--- src/pkg/gnss_capture_pkg.sv ---
// Constants, types and state layout for the satellite sample capture block.
// Assumes a single 10 MHz system clock and an AXI4-Lite register master.
package gnss_capture_pkg;

  // Bus geometry
  localparam int unsigned ADDR_W    = 12;
  localparam int unsigned DATA_W    = 32;

  // Register byte offsets
  localparam logic [ADDR_W-1:0] CFG_OFS       = 12'h024;
  localparam logic [ADDR_W-1:0] START_OFS     = 12'h028;
  localparam logic [ADDR_W-1:0] TOTAL_OFS     = 12'h02C;
  localparam logic [ADDR_W-1:0] STATUS_OFS    = 12'h030;
  localparam logic [ADDR_W-1:0] COUNTDOWN_OFS = 12'h034;

  // Configuration fields
  localparam int unsigned CFG_ENABLE_BIT = 0;
  localparam int unsigned CFG_FMT_LSB    = 1;
  localparam int unsigned CFG_WIDTH_BIT  = 3;
  localparam int unsigned CFG_INVERT_BIT = 4;
  localparam int unsigned CFG_TRACK_BIT  = 5;
  localparam int unsigned CFG_W          = 6;

  // Status fields
  localparam int unsigned STAT_TRACK_BIT = 0;
  localparam int unsigned STAT_OVF_BIT   = 1;

  // Reset values
  localparam logic [CFG_W-1:0]  CFG_RST   = 6'h00;
  localparam logic [DATA_W-1:0] START_RST = 32'h0000_0000;
  localparam logic [DATA_W-1:0] TOTAL_RST = 32'h0000_0000;

  // AXI responses
  localparam logic [1:0] RESP_OKAY   = 2'h0;
  localparam logic [1:0] RESP_SLVERR = 2'h2;

  // Slot widths and samples per word for each packing
  localparam logic [3:0] SLOT_UNPACKED = 4'h8;
  localparam logic [5:0] SPW_UNPACKED  = 6'h04;
  localparam logic [3:0] SLOT_PACKED   = 4'h4;
  localparam logic [5:0] SPW_PACKED    = 6'h08;
  localparam logic [3:0] SLOT_SUPER_1  = 4'h1;
  localparam logic [5:0] SPW_SUPER_1   = 6'h20;
  localparam logic [3:0] SLOT_SUPER_3  = 4'h3;
  localparam logic [5:0] SPW_SUPER_3   = 6'h0A;

  // Word buffer geometry
  localparam int unsigned BUF_DEPTH = 2;
  localparam int unsigned BUF_W     = DATA_W;
  localparam int unsigned PTR_W     = (BUF_DEPTH > 1) ? $clog2(BUF_DEPTH) : 1;
  localparam int unsigned CNT_W     = $clog2(BUF_DEPTH + 1);

  typedef enum logic [1:0] {
    FMT_UNPACKED = 2'b00,
    FMT_PACKED   = 2'b01,
    FMT_SUPER    = 2'b10,
    FMT_RSVD     = 2'b11
  } fmt_t;

  typedef enum logic [1:0] {
    PH_OFF   = 2'b00,
    PH_STORE = 2'b01,
    PH_COUNT = 2'b10
  } phase_t;

  typedef struct packed {
    logic [DATA_W-1:0] data;
    logic              valid;
  } word_t;

  typedef struct packed {
    logic                            clk_meta;
    logic                            clk_sync;
    logic                            clk_prev;
    logic [2:0]                      data_meta;
    logic [2:0]                      data_sync;
    phase_t                          phase;
    logic [CFG_W-1:0]                cfg;
    logic [DATA_W-1:0]               start;
    logic [DATA_W-1:0]               countdown;
    logic [DATA_W-1:0]               total;
    logic                            ovf;
    logic [DATA_W-1:0]               acc;
    logic [5:0]                      pos;
    logic [5:0]                      fill;
    logic [BUF_DEPTH-1:0][BUF_W-1:0] buf_data;
    logic [PTR_W-1:0]                wr_ptr;
    logic [PTR_W-1:0]                rd_ptr;
    logic [CNT_W-1:0]                buf_cnt;
    logic                            aw_got;
    logic [ADDR_W-1:0]               aw_addr;
    logic                            w_got;
    logic [DATA_W-1:0]               w_data;
    logic [3:0]                      w_strb;
    logic                            bvalid;
    logic [1:0]                      bresp;
    logic                            rvalid;
    logic [DATA_W-1:0]               rdata;
    logic [1:0]                      rresp;
  } cap_state_t;

  localparam cap_state_t ST_RST = '0;

endpackage

--- src/rtl/gnss_sample_capture.sv ---
// Satellite sample capture: serial samples into the shared receive FIFO.
// Assumes the sample clock is far slower than mclk and the FIFO is on mclk.
//
// What this block does
// - Capture owns receive FIFO; serial path blocked
// - Config bit 5: store all, or count
// - Config bit 4 inverts the sample clock
// - Config bit 3: one or three bits
// - Writable count-down start sets handover point
// - Store until count-down zero, then count
// - Track cleared: store again, reload count-down
// - Read-only total of samples while tracking
// - Total cleared when tracking starts at zero
// - Total holds after tracking request clears
//
// The AXI4-Lite interface to the registers was chosen for this implementation.
`timescale 1ns/10ps

module gnss_sample_capture
  import gnss_capture_pkg::*;
(
  // Clock and reset
  input  wire logic              mclk,
  input  wire logic              rst,
  // AXI4-Lite write
  input  wire logic [ADDR_W-1:0] s_axi_awaddr,
  input  wire logic              s_axi_awvalid,
  output logic                   s_axi_awready,
  input  wire logic [DATA_W-1:0] s_axi_wdata,
  input  wire logic [3:0]        s_axi_wstrb,
  input  wire logic              s_axi_wvalid,
  output logic                   s_axi_wready,
  output logic [1:0]             s_axi_bresp,
  output logic                   s_axi_bvalid,
  input  wire logic              s_axi_bready,
  // AXI4-Lite read
  input  wire logic [ADDR_W-1:0] s_axi_araddr,
  input  wire logic              s_axi_arvalid,
  output logic                   s_axi_arready,
  output logic [DATA_W-1:0]      s_axi_rdata,
  output logic [1:0]             s_axi_rresp,
  output logic                   s_axi_rvalid,
  input  wire logic              s_axi_rready,
  // Sample source pins
  input  wire logic              gnss_clk,
  input  wire logic [2:0]        gnss_data,
  // Serial peripheral receive words
  input  wire word_t             spi_rx,
  output logic                   spi_rx_ready,
  // Receive FIFO write side
  output word_t                  fifo_push,
  input  wire logic              fifo_ready
);

  cap_state_t st_ff;
  cap_state_t nxt_st;

  logic              enable;
  logic              track;
  logic              width3;
  fmt_t              fmt;
  logic              sel_clk;
  logic              clk_edge;
  logic [2:0]        sval;
  logic [3:0]        slot;
  logic [5:0]        spw;
  logic              go_count;
  logic              go_store;
  logic              storing;
  logic              counting;
  logic              store_smp;
  logic              count_smp;
  logic              word_done;
  logic              buf_full;
  logic              push;
  logic              lost;
  logic              pop;
  logic [DATA_W-1:0] acc_new;
  logic [DATA_W-1:0] cd_base;
  logic              aw_hs;
  logic              w_hs;
  logic              ar_hs;
  logic              wr_go;
  logic [DATA_W-1:0] wr_merged;
  logic [DATA_W-1:0] cfg_merged;
  logic [DATA_W-1:0] rd_val;
  logic              rd_hit;

  function automatic logic [DATA_W-1:0] merge_bytes(input logic [DATA_W-1:0] old,
                                                    input logic [DATA_W-1:0] wd,
                                                    input logic [3:0]        strb);
    logic [DATA_W-1:0] r;
    r = old;
    for (int b = 0; b < 4; b++) begin
      if (strb[b]) begin
        r[b*8 +: 8] = wd[b*8 +: 8];
      end
    end
    return r;
  endfunction

  assign enable = st_ff.cfg[CFG_ENABLE_BIT];
  assign track  = st_ff.cfg[CFG_TRACK_BIT];
  assign width3 = st_ff.cfg[CFG_WIDTH_BIT];
  assign fmt    = fmt_t'(st_ff.cfg[CFG_FMT_LSB +: 2]);

  // Edge of the synchronised, optionally inverted sample clock
  assign sel_clk  = st_ff.clk_sync ^ st_ff.cfg[CFG_INVERT_BIT];
  assign clk_edge = sel_clk & ~st_ff.clk_prev;
  assign sval     = width3 ? st_ff.data_sync : {2'h0, st_ff.data_sync[0]};

  always_comb begin
    case (fmt)
      FMT_PACKED: begin
        slot = SLOT_PACKED;
        spw  = SPW_PACKED;
      end
      FMT_SUPER: begin
        slot = width3 ? SLOT_SUPER_3 : SLOT_SUPER_1;
        spw  = width3 ? SPW_SUPER_3 : SPW_SUPER_1;
      end
      default: begin
        slot = SLOT_UNPACKED;
        spw  = SPW_UNPACKED;
      end
    endcase
  end

  // Phase decisions
  assign go_count  = enable & (st_ff.phase == PH_STORE) & track
                     & (st_ff.countdown == '0);
  assign go_store  = enable & (st_ff.phase == PH_COUNT) & ~track;
  assign storing   = enable & (((st_ff.phase == PH_STORE) & ~go_count) | go_store);
  assign counting  = enable & (((st_ff.phase == PH_COUNT) & ~go_store) | go_count);
  assign store_smp = storing & clk_edge;
  assign count_smp = counting & clk_edge;
  assign cd_base   = (go_store || st_ff.phase == PH_OFF) ? st_ff.start : st_ff.countdown;

  // Word assembly and the two-entry buffer
  assign acc_new   = st_ff.acc | (DATA_W'(sval) << st_ff.pos);
  assign word_done = store_smp & (st_ff.fill == spw - 6'h01);
  assign buf_full  = (st_ff.buf_cnt == CNT_W'(BUF_DEPTH));
  assign push      = word_done & ~buf_full;
  assign lost      = word_done & buf_full;
  assign pop       = enable & fifo_ready & (st_ff.buf_cnt != '0);

  // FIFO ownership
  assign spi_rx_ready    = ~enable & fifo_ready;
  assign fifo_push.valid = enable ? (st_ff.buf_cnt != '0) : spi_rx.valid;
  assign fifo_push.data  = enable ? st_ff.buf_data[st_ff.rd_ptr] : spi_rx.data;

  // Register slave
  assign s_axi_awready = ~st_ff.aw_got & ~st_ff.bvalid;
  assign s_axi_wready  = ~st_ff.w_got & ~st_ff.bvalid;
  assign s_axi_arready = ~st_ff.rvalid;
  assign s_axi_bvalid  = st_ff.bvalid;
  assign s_axi_bresp   = st_ff.bresp;
  assign s_axi_rvalid  = st_ff.rvalid;
  assign s_axi_rdata   = st_ff.rdata;
  assign s_axi_rresp   = st_ff.rresp;
  assign aw_hs         = s_axi_awvalid & s_axi_awready;
  assign w_hs          = s_axi_wvalid & s_axi_wready;
  assign ar_hs         = s_axi_arvalid & s_axi_arready;
  assign wr_go         = st_ff.aw_got & st_ff.w_got & ~st_ff.bvalid;
  assign wr_merged     = merge_bytes(st_ff.start, st_ff.w_data, st_ff.w_strb);
  assign cfg_merged    = merge_bytes({{(DATA_W-CFG_W){1'b0}}, st_ff.cfg},
                                     st_ff.w_data, st_ff.w_strb);

  always_comb begin
    rd_hit = 1'b1;
    case ({s_axi_araddr[ADDR_W-1:2], 2'h0})
      CFG_OFS:       rd_val = {{(DATA_W-CFG_W){1'b0}}, st_ff.cfg};
      START_OFS:     rd_val = st_ff.start;
      TOTAL_OFS:     rd_val = st_ff.total;
      STATUS_OFS:    rd_val = {{(DATA_W-2){1'b0}}, st_ff.ovf, st_ff.phase == PH_COUNT};
      COUNTDOWN_OFS: rd_val = st_ff.countdown;
      default: begin
        rd_val = '0;
        rd_hit = 1'b0;
      end
    endcase
  end

  always_comb begin
    nxt_st = st_ff;
    // Two-flop synchronisers
    nxt_st.clk_meta  = gnss_clk;
    nxt_st.clk_sync  = st_ff.clk_meta;
    nxt_st.clk_prev  = sel_clk;
    nxt_st.data_meta = gnss_data;
    nxt_st.data_sync = st_ff.data_meta;

    // Write path: address and data in either order
    if (aw_hs) begin
      nxt_st.aw_got  = 1'b1;
      nxt_st.aw_addr = {s_axi_awaddr[ADDR_W-1:2], 2'h0};
    end
    if (w_hs) begin
      nxt_st.w_got  = 1'b1;
      nxt_st.w_data = s_axi_wdata;
      nxt_st.w_strb = s_axi_wstrb;
    end
    if (st_ff.bvalid && s_axi_bready) begin
      nxt_st.bvalid = 1'b0;
    end
    if (wr_go) begin
      nxt_st.aw_got = 1'b0;
      nxt_st.w_got  = 1'b0;
      nxt_st.bvalid = 1'b1;
      nxt_st.bresp  = RESP_OKAY;
      case (st_ff.aw_addr)
        CFG_OFS: begin
          nxt_st.cfg = cfg_merged[CFG_W-1:0];
        end
        START_OFS:     nxt_st.start = wr_merged;
        STATUS_OFS: begin
          if (st_ff.w_strb[0] && st_ff.w_data[STAT_OVF_BIT]) begin
            nxt_st.ovf = 1'b0;
          end
        end
        TOTAL_OFS:     nxt_st.bresp = RESP_OKAY;
        COUNTDOWN_OFS: nxt_st.bresp = RESP_OKAY;
        default:       nxt_st.bresp = RESP_SLVERR;
      endcase
    end

    // Read path
    if (st_ff.rvalid && s_axi_rready) begin
      nxt_st.rvalid = 1'b0;
    end
    if (ar_hs) begin
      nxt_st.rvalid = 1'b1;
      nxt_st.rdata  = rd_val;
      nxt_st.rresp  = rd_hit ? RESP_OKAY : RESP_SLVERR;
    end

    // Phase
    if (!enable) begin
      nxt_st.phase = PH_OFF;
    end else begin
      case (st_ff.phase)
        PH_OFF:   nxt_st.phase = PH_STORE;
        PH_STORE: nxt_st.phase = go_count ? PH_COUNT : PH_STORE;
        PH_COUNT: nxt_st.phase = go_store ? PH_STORE : PH_COUNT;
        default:  nxt_st.phase = PH_OFF;
      endcase
    end

    // Count-down runs while storing and stops at zero
    if (enable) begin
      nxt_st.countdown = cd_base;
      if (store_smp && cd_base != '0) begin
        nxt_st.countdown = cd_base - 32'h0000_0001;
      end
    end

    // Tracked total restarts at the handover, counts each sample while counting, holds otherwise
    if (go_count) begin
      nxt_st.total = count_smp ? 32'h0000_0001 : 32'h0000_0000;
    end else if (count_smp) begin
      nxt_st.total = st_ff.total + 32'h0000_0001;
    end

    // Assembly, low bit positions first
    if (store_smp) begin
      if (word_done) begin
        nxt_st.acc  = '0;
        nxt_st.pos  = '0;
        nxt_st.fill = '0;
      end else begin
        nxt_st.acc  = acc_new;
        nxt_st.pos  = st_ff.pos + {2'h0, slot};
        nxt_st.fill = st_ff.fill + 6'h01;
      end
    end
    // Full word with nowhere to go: flag it, set wins over clear
    if (lost) begin
      nxt_st.ovf = 1'b1;
    end

    if (push) begin
      nxt_st.buf_data[st_ff.wr_ptr] = acc_new;
      nxt_st.wr_ptr = (st_ff.wr_ptr == PTR_W'(BUF_DEPTH - 1)) ? '0 : st_ff.wr_ptr + 1'b1;
    end
    if (pop) begin
      nxt_st.rd_ptr = (st_ff.rd_ptr == PTR_W'(BUF_DEPTH - 1)) ? '0 : st_ff.rd_ptr + 1'b1;
    end
    if (push && !pop) begin
      nxt_st.buf_cnt = st_ff.buf_cnt + 1'b1;
    end else if (pop && !push) begin
      nxt_st.buf_cnt = st_ff.buf_cnt - 1'b1;
    end

    // Capture off: drop partial word and buffered words
    if (!enable) begin
      nxt_st.acc     = '0;
      nxt_st.pos     = '0;
      nxt_st.fill    = '0;
      nxt_st.wr_ptr  = '0;
      nxt_st.rd_ptr  = '0;
      nxt_st.buf_cnt = '0;
    end
  end

  always_ff @(posedge mclk or posedge rst) begin
    if (rst) begin
      st_ff <= ST_RST;
    end else begin
      st_ff <= nxt_st;
    end
  end
endmodule

--- config.mk ---
export PLATFORM = sky130hd
export DESIGN_NAME = gnss_sample_capture
export DESIGN_NICKNAME = d
export VERILOG_FILES = /design/src/pkg/gnss_capture_pkg.sv /design/src/rtl/gnss_sample_capture.sv
export SDC_FILE = /design/constraint.sdc
export NUM_CORES = 1
export LEC_CHECK = 0
export BUFFER_PORTS_ARGS = -buffer_cell sky130_fd_sc_hd__clkbuf_2
export CORE_ASPECT_RATIO = 0.9
export CORE_MARGIN = 5
export CORE_UTILIZATION = 35
export CTS_CLUSTER_SIZE = 28
export DETAILED_ROUTE_END_ITERATION = 16
export GPL_ROUTABILITY_DRIVEN = 0
export PLACE_DENSITY = 0.61
export RECOVER_POWER = 100
export SYNTH_ARGS = -nofsm -noshare
export SYNTH_HDL_FRONTEND = slang
export SYNTH_SLANG_ARGS = --single-unit
--- constraint.sdc ---
create_clock -name mclk -period 20.5 [get_ports mclk]
set_clock_uncertainty 0.2 [all_clocks]
set_input_delay 1.025 -clock mclk [delete_from_list [all_inputs] [get_ports mclk]]
set_output_delay 1.025 -clock mclk [all_outputs]
set_load 0.01 [all_outputs]
Word-level counts from Yosys, hierarchy flattened
Cells that the tools add are included.
- bits in registers: 312
- bits in latches: 0
- memory bits (writable): 0
- ROM bits: 0
- input port bits: 105
- output and inout port bits: 75
- logic and storage cells: 181
- memories: 0
- add/sub/neg operators: 9
- $mul: 0
- div/mod/pow operators: 0
- $lt $le $gt $ge: 3
- eq/ne operators: 20
- shift operators: 1
- muxes and demuxes: 47
- bitwise gates (word level): 39
- reduce and logical (&&, ||, !) cells: 30
- operators with widths (operator ; count):
    $mux 32 ; 8
    $pmux 32 s5 ; 1
    $mux 44 ; 3
    $eq 10x4->1 const B ; 10
    $bwmux 64 ; 1
    $mux 37 ; 1
    $mux 35 ; 1
    $add 32x1->32 const B ; 1
    $demux 32 s1 ; 1
    $logic_not 32->1 ; 1
    $or 32x32->32 ; 1
    $reduce_bool 32->1 ; 1
    $shl 3x6->32 ; 1
    $sub 32x1->32 const B ; 1
    $and 1x1->1 ; 25
    $reduce_and 3->1 ; 6
    $reduce_bool 2->1 ; 9
    $mux 2 ; 8
    $mux 1 ; 15
    $mux 13 ; 1
    $pmux 6 s2 ; 1
    $not 1->1 ; 10
    $reduce_or 5->1 ; 2
    $pmux 4 s2 ; 1
    other kinds (23) ; 39

Depth between registers and ports, before layout
Gate-level depths: netlist (run 1).
- word-level depth: 16
- depth in mapped cells: 16
- gate-level depth less buffers: 11

Least setup slack after synthesis (run 1)
No wires, ideal clock.
- path kind: flip-flop to flip-flop
- start point: register st_ff[302] (netlist bit)
- end point: register st_ff[257] (netlist bit)
- setup time: 0.087 ns
- arrival time: 4.038 ns
- required time: 20.213 ns
- setup slack: 16.176 ns
- stages on the path, launching flop included: 15
- buffers on the path: 3
- clock period less this slack: 4.324 ns
- cells stage by stage: dfrtp_1 nand2b_4 a21oi_2 clkbuf_1 clkbuf_1 mux2i_1 ha_1 inv_2 or3_1 mux2_2 a211o_1 or3_1 buf_2 or4_1 o211ai_1
- longest elaborated chain between the ends: 9
- elaborated cells on any way between the ends: 15
- those cells by class: add/sub (1); mux (2); bitwise (9); reduce/logical (3)
- RTL lines (item ; line ; RTL):
    start: declaration ; gnss_sample_capture.sv:55 ; cap_state_t st_ff;
    start signal: assignment ; gnss_sample_capture.sv:309 ; st_ff <= nxt_st;
    branches (longest 8 deep; another with $sub 32x1->32) ; -- ;
    $mux 32 * ; gnss_sample_capture.sv:252 ; if (store_smp && cd_base != '0) begin
Mark *: on every way between the ends.
A chain may end at the register's enable or synchronous reset.

Final worst setup path (run 1)
- start point: register st_ff, in the netlist enable
- end point: register st_ff[237] (netlist bit)
- longest elaborated chain between the ends: 10
- elaborated cells on any way between the ends: 16
- those cells by class: add/sub (1); mux (2); bitwise (10); reduce/logical (3)
- RTL lines (item):
    branches (longest 10 deep; another with $sub 32x1->32)
Parallel ways; which one is timed is not known.

==> impl_metrics.tcl, run 1 <==
set metrics [dict create \
    tns_ns 0 \
    cts.clk_slew.worst_paths_ns 0.07 \
    root_buffer "clkbuf_16" \
    max_freq_mhz 109 \
    synth_edf_count 0 \
    grt_overflow_total 0 \
    syn_area_sq_um 16400 \
    yosysSeqAreaShare 0.474 \
    violations "max-capacitance violations, max-slew violations" \
    yosysTopAreaCell "dfrtp_1" \
    stdcell_count 2447 \
    synth_top_area_share 0.474 \
    critPathSlowestCell "a211oi_1" \
    grt_usage 0.177 \
    post_cts_buffers 0 \
    num_antenna_cells 0 \
    crit_type "reg2reg" \
    ys_ff_latch 310 \
    combPwrFrac 0.132 \
    cp.arrival_ns 9.36 \
    ys_top_cells_by_count "dfrtp_1 (310), nor2_1 (207), nand2_1 (151), a21oi_1 (144), o21ai_0 (108)" \
    post_drt_wl_per_cell_um 19.1 \
    seqCellArea_sq_um 7760 \
    switching_share 0.266 \
    grt_max_degree 176 \
    crit_chain "nand2b_1 -> a21oi_4 -> clkbuf_1 -> mux2i_1 -> ha_1 -> nor4b_1 -> and4b_1 -> nand3_1 -> a211oi_1 -> nor3_1 -> xnor2_1 -> o221ai_1" \
    p_leak_uw 0.00795 \
    maxCapViolCount 16 \
    outcome "complete, but fails checks" \
    fp-row-count 75 \
    area_growth_pct 13.2 \
    clkPwrFrac 0.425 \
    synthArstFlopShare 1.00 \
    synth.avg_cell_area_sq_um 9.52 \
    intPower_uw 1180 \
    drive_above_1_share 0.155 \
    viasPerCell 5.50 \
    finalHoldViolations 0 \
    clockBufferDepth 3 \
    htreeDepth 2 \
    synth_most_common_cell "dfrtp_1" \
    multi_input_area_sq_um 7740 \
    fp.dieW_um 238 \
    cts_buffers 36 \
    synth_flop_cell "dfrtp_1" \
    cpPeakStageDelay_ns 2.18 \
    die_y_um 215 \
    cp_data_required_time_ns 20.66 \
    crit_family "compound AO/OA/AOI/OAI gates" \
    crit_buf_inv 1 \
    yosys.cell_types.count 83 \
    io_buffers 173 \
    fill_cells 4641 \
    fin_crit_sh 0.449 \
    io_pins 180 \
    first_pass_iters 6 \
    cts_tree "yes" \
    crit_path_start_kind "flop" \
    die_area_sq_um 51200 \
    cts_num_sinks 310 \
    dp.cells 2383 \
    cts_hold_buf 0 \
    ys_top_cells_by_area "dfrtp_1 (47%), mux2_2 (6.6%), mux2i_1 (5.3%), nor2_1 (4.7%), a21oi_1 (4.4%)" \
    power_density_nw_per_um2 86.7 \
    grt_pass1_vias 13011 \
    wl_um 46600 \
    hpwl_um 32000 \
    slew_headroom -3.03 \
    power.net_switching_uw 428 \
    clock_latency_ns 0.55 \
    tightest_slew_ns 6.04 \
    path_max_fanout 51 \
    vias 13463 \
    grt_antenna_before_repair 2 \
    report.final.setup_viol 0 \
    start_util 0.353 \
    ctsResizeCount 0 \
    yosys_warnings 0 \
    min_path_type "reg2reg" \
    core_sq_um 46500 \
    cp-end-kind "flop" \
    netlist_instances 1721 \
    min_period_ns 9.20 \
    p_seq_frac 0.444 \
    final_nets 1922 \
    remaining_drc_errors 0 \
    rsz0062_at_grt "false" \
    slew_violations 707 \
    antenna_left 0 \
    dr.first_iter.drc_count 1249 \
    ir_worst_vdd_v 0.0000806 \
    grt_pass1_wl_um 74100 \
]
[layer usage]
metal  global-route usage  part of all wire  up-vias  routed length (um)
met2                0.261              0.43      510               20200
met1                0.265              0.47     6598               21900
met4               0.0411             0.019        2                 874
met3               0.0409             0.079       67                3700
li1                     -                 -     6286                   -
met5                    0           0.00028        -                  13
[power groups by stage]
stage	registers [uW]	clock network, uW	logic [uW]
6_report	714	683	212
5_1_grt	722	728	233
4_1_cts	714	701	218
3_5_place_dp	725	0	217
3_3_place_gp	722	0	211
2_1_floorplan	706	0	168
[flip-flops by register name (all words and copies together), names as in the netlist]
register      cells
enable            1
s_axi_rvalid      1
st_ff           267
s_axi_bvalid      1
s_axi_bresp       1
nxt_st            4
s_axi_rdata      32
fmt               2
s_axi_rresp       1
[worst register-to-register path: stages, from the launching register on]
cell and delay (ns):
dfrtp_1 1.53, nand2b_1 0.51, a21oi_4 0.25, clkbuf_1 1.63, mux2i_1 0.50, ha_1 0.25, nor4b_1 0.35, and4b_1 0.26
nand3_1 0.12, a211oi_1 2.18, nor3_1 0.72, xnor2_1 0.39, o221ai_1 0.14
[cells in the final DEF, fill, tap and decap left out, drive strengths merged, types with 30 or more instances in the layout]
| cell type | synthesis | layout |
|---|---|---|
| a21oi | 146 | 146 |
| a31oi | 30 | 30 |
| dfrtp | 310 | 310 |
| o21ai | 112 | 112 |
| xor2 | 33 | 33 |
| nand2 | 152 | 152 |
| clkbuf | 77 | 232 |
| nand3 | 42 | 42 |
| nor2 | 209 | 209 |
| nor4 | 45 | 45 |
| mux2i | 87 | 87 |
| mux2 | 98 | 98 |
| nor3 | 45 | 45 |
| inv | 31 | 32 |
[path summary, 6_finish.rpt]
path | cells after the start | slack [ns] | to | start
max | 12 | 11.30 | st_ff[237]$_DFFE_PP0P_ | enable$_DFFE_PP0P_
min | 0 | 0.15 | st_ff[312]$_DFF_PP0_ | nxt_st[312]$_DFF_PP0_
max reg2reg | 12 | 11.30 | st_ff[237]$_DFFE_PP0P_ | enable$_DFFE_PP0P_
min reg2reg | 0 | 0.15 | st_ff[312]$_DFF_PP0_ | nxt_st[312]$_DFF_PP0_
max in group asynchronous | 2 | 15.21 | s_axi_rdata[21]$_DFFE_PP0P_ | rst
min in group asynchronous | 2 | 2.12 | st_ff[38]$_DFFE_PP0P_ | rst
[through the flow]
stage	utilization	setup WS [ns]	hold WS, ns	area (sq um)	power [uW]
floorplan	-	10.70	0.131	16400	874
CTS	0.404	15.46	0.156	18800	1630
global placement	0.377	15.65	0.136	17500	933
finish	0.399	11.30	0.150	18500	1610
detailed placement	0.377	15.50	0.142	17500	942
global route	0.399	10.96	0.163	18500	1680
[logic make-up after synthesis]
logic type / count (synthesis) / share of synthesized area
AO/OA/AOI/OAI: 377 / 0.139
XOR/XNOR: 50 / 0.0267
adder cells (fa/ha/maj): 12 / 0.00962
buffers and inverters: 178 / 0.0519
flip-flops: 310 / 0.474
multiplexers: 185 / 0.121
other: 1 / 0.000229
AND/OR/NAND/NOR: 608 / 0.179
[cell type report]
class,count,share of cell area
well taps,616,0.0416
flip-flops and latches,310,0.418
clock buffers,50,0.0579
clock inverters,14,0.0101
inverters,31,0.00634
multi-input cells,1234,0.418
repair buffers,192,0.0482
No activity file was read; power rests on OpenSTA's default activity.
==> run 2, diff against run 1 <==
- PLACE_DENSITY: 0.61 -> 0.63
- clock period: 20.5 -> 7.65 ns (I/O delays scaled with it)
==> run 2 against run 1 <==
Net effect:
- the flow still finishes with violations (max-capacitance violations, max-slew violations)
- core utilization is 1.3 points higher
- maximum frequency grew 53%
- global-route usage up 0.12 points
- routed wire length down 0.39%
- first-iteration DRC count fell by 7.0%
- combinational power increased to 2.8 times the previous value
- cell area increased by 3.4%
- critical path depth is 5 lower
- sequential share of layout area fell by 1.4 points
- sequential power grew to 2.7 times the previous value
- largest power group unchanged
==> impl_metrics.tcl, run 2 (synthesized netlist as in run 1, its figures left out) <==
set metrics [dict create \
    area_growth_pct 17.0 \
    stdcell_count 2503 \
    grt_pass1_vias 13228 \
    fp.dieW_um 238 \
    antenna_left 0 \
    power_density_nw_per_um2 230 \
    endpoint "st_ff[166]$_DFFE_PP0P_" \
    tns_ns 0 \
    cts_tree "yes" \
    tightest_slew_ns 2.54 \
    timing.rr.end "st_ff[166]$_DFFE_PP0P_" \
    clock_latency_ns 0.54 \
    slew_headroom -0.694 \
    r2r_start "enable$_DFFE_PP0P_" \
    start_util 0.353 \
    cp_data_required_time_ns 7.89 \
    violations "max-capacitance violations, max-slew violations" \
    first_pass_iters 5 \
    layout_common_cells "dfrtp_1 (309), nor2_1 (207), nand2_1 (151)" \
    grt_overflow_total 0 \
    cts.clk_slew.worst_paths_ns 0.06 \
    cts_num_sinks 310 \
    post_cts_buffers 0 \
    die_y_um 215 \
    grt_pass1_wl_um 74800 \
    post_drt_wl_per_cell_um 18.6 \
    cts_buffers 36 \
    p_leak_uw 0.00821 \
    grt_antenna_before_repair 0 \
    path_max_fanout 66 \
    regToRegSetupSlack_ns 1.65 \
    top_register "st_ff" \
    fin_crit_sh 0.784 \
    maxCapViolCount 8 \
    htreeDepth 2 \
    crit_buf_inv 2 \
    vias 13658 \
    final_common_cell "dfrtp_1" \
    dr.first_iter.drc_count 1161 \
    io_buffers 173 \
    min_path_type "in2reg" \
    rsz0062_at_grt "false" \
    wl_um 46500 \
    outcome "complete, but fails checks" \
    grt_max_degree 189 \
    cp.arrival_ns 6.25 \
    grt_usage 0.178 \
    remaining_drc_errors 0 \
    finalHoldViolations 0 \
    r2r_cells 7 \
    root_buffer "clkbuf_16" \
    crit_family "buffers and inverters" \
    crit_chain "buf_4 -> nand3b_1 -> a21oi_1 -> clkbuf_1 -> nand2b_1 -> or3_1 -> o21ai_0" \
    viasPerCell 5.46 \
    cp-end-kind "flop" \
    largest_reg_flops 267 \
    clockBufferDepth 3 \
    core_sq_um 46500 \
    ir_worst_vdd_v 0.000205 \
    slew_violations 269 \
    num_antenna_cells 0 \
    hpwl_um 31700 \
    fp-row-count 75 \
    drive_above_1_share 0.156 \
    critPathLaunch "enable$_DFFE_PP0P_" \
    io_pins 180 \
    max_freq_mhz 167 \
    die_area_sq_um 51200 \
    report.final.setup_viol 0 \
    holdPathStages 2 \
    crit_type "reg2reg" \
    crit_cells 7 \
    dp.cells 2386 \
    cpPeakStageDelay_ns 1.69 \
    min_period_ns 6.00 \
    crit_path_start_kind "flop" \
    critPathSlowestCell "dfrtp_1" \
    final_nets 1978 \
]
## run 2: changes by cell type in the layout (fill, tap and decap cells not counted), moves of 2 or more
cell | before | now
clkinv_4 | 2 | 0
clkbuf_8 | 10 | 6
nor2_1 | 209 | 207
clkinvlp_4 | 1 | 6
buf_4 | 9 | 15
dlygate4sd3_1 | 0 | 53
clkbuf_1 | 87 | 82
bufinv_16 | 4 | 7
## run 2: power breakdown
group / internal, uW / switching (uW)
Sequential: 1790 / 121
Clock: 1180 / 711
Combinational: 277 / 321
Total: 3250 / 1150
## run 2: worst min path at each step
| stage | slack, ns | end | startpoint |
|---|---|---|---|
| 2_1_floorplan | 0.13 | st_ff[305]$_DFF_PP0_ | nxt_st[305]$_DFF_PP0_ |
| 3_3_place_gp | 0.14 | st_ff[312]$_DFF_PP0_ | nxt_st[312]$_DFF_PP0_ |
| 3_5_place_dp | 0.13 | st_ff[312]$_DFF_PP0_ | nxt_st[312]$_DFF_PP0_ |
| 4_1_cts | 0.04 | st_ff[89]$_DFFE_PP0P_ | fifo_ready |
| 5_1_grt | 0.08 | st_ff[88]$_DFFE_PP0P_ | fifo_ready |
| 6_report | 0.06 | st_ff[89]$_DFFE_PP0P_ | fifo_ready |
## run 2: worst register-to-register path: cells and delay by family (launching register included)
family	cells	cell delay (ns)
AOI/OAI and AO/OA	2	0.37
buffers and inverters	2	2.12
DFF	1	1.69
and+or+nand+nor	3	1.55
## run 2: what timing repair did
| action | in CTS | in global routing |
|---|---|---|
| resized for setup | 0 | 0 |
| endpoints found under the setup margin | 0 | 0 |
| endpoints found under the hold margin | 92 | 0 |
| hold buffers | 53 | 0 |
## run 2: metrics by stage
stage / hold WS, ns / worst slack [ns] / total power [uW] / utilization / instance area [sq um]
global placement: 0.136 / 2.89 / 2500 / 0.377 / 17500
detailed placement: 0.135 / 2.77 / 2520 / 0.377 / 17500
finish: 0.0568 / 1.65 / 4400 / 0.413 / 19200
CTS: 0.0371 / 2.71 / 4460 / 0.417 / 19400
global route: 0.0805 / 1.15 / 4590 / 0.413 / 19200
floorplan: 0.131 / 2.94 / 2340 / - / 16400
## run 2: cell type report
cell class / instances / area [sq um]
inverter: 31 / 118
clock inverter: 19 / 289
fill: 4496 / 27300
multi-input combinational: 1234 / 7760
timing repair buffer: 248 / 1460
clock buffer: 45 / 1020
tap: 616 / 771
sequential: 310 / 7760
## run 2: per-layer routing
layer | vias up | part of all wire | track usage
li1 | 6402 | - | -
met1 | 6701 | 0.46 | 0.261
met2 | 486 | 0.44 | 0.265
met3 | 69 | 0.076 | 0.0419
met4 | 0 | 0.024 | 0.0509
met5 | - | 0 | 0
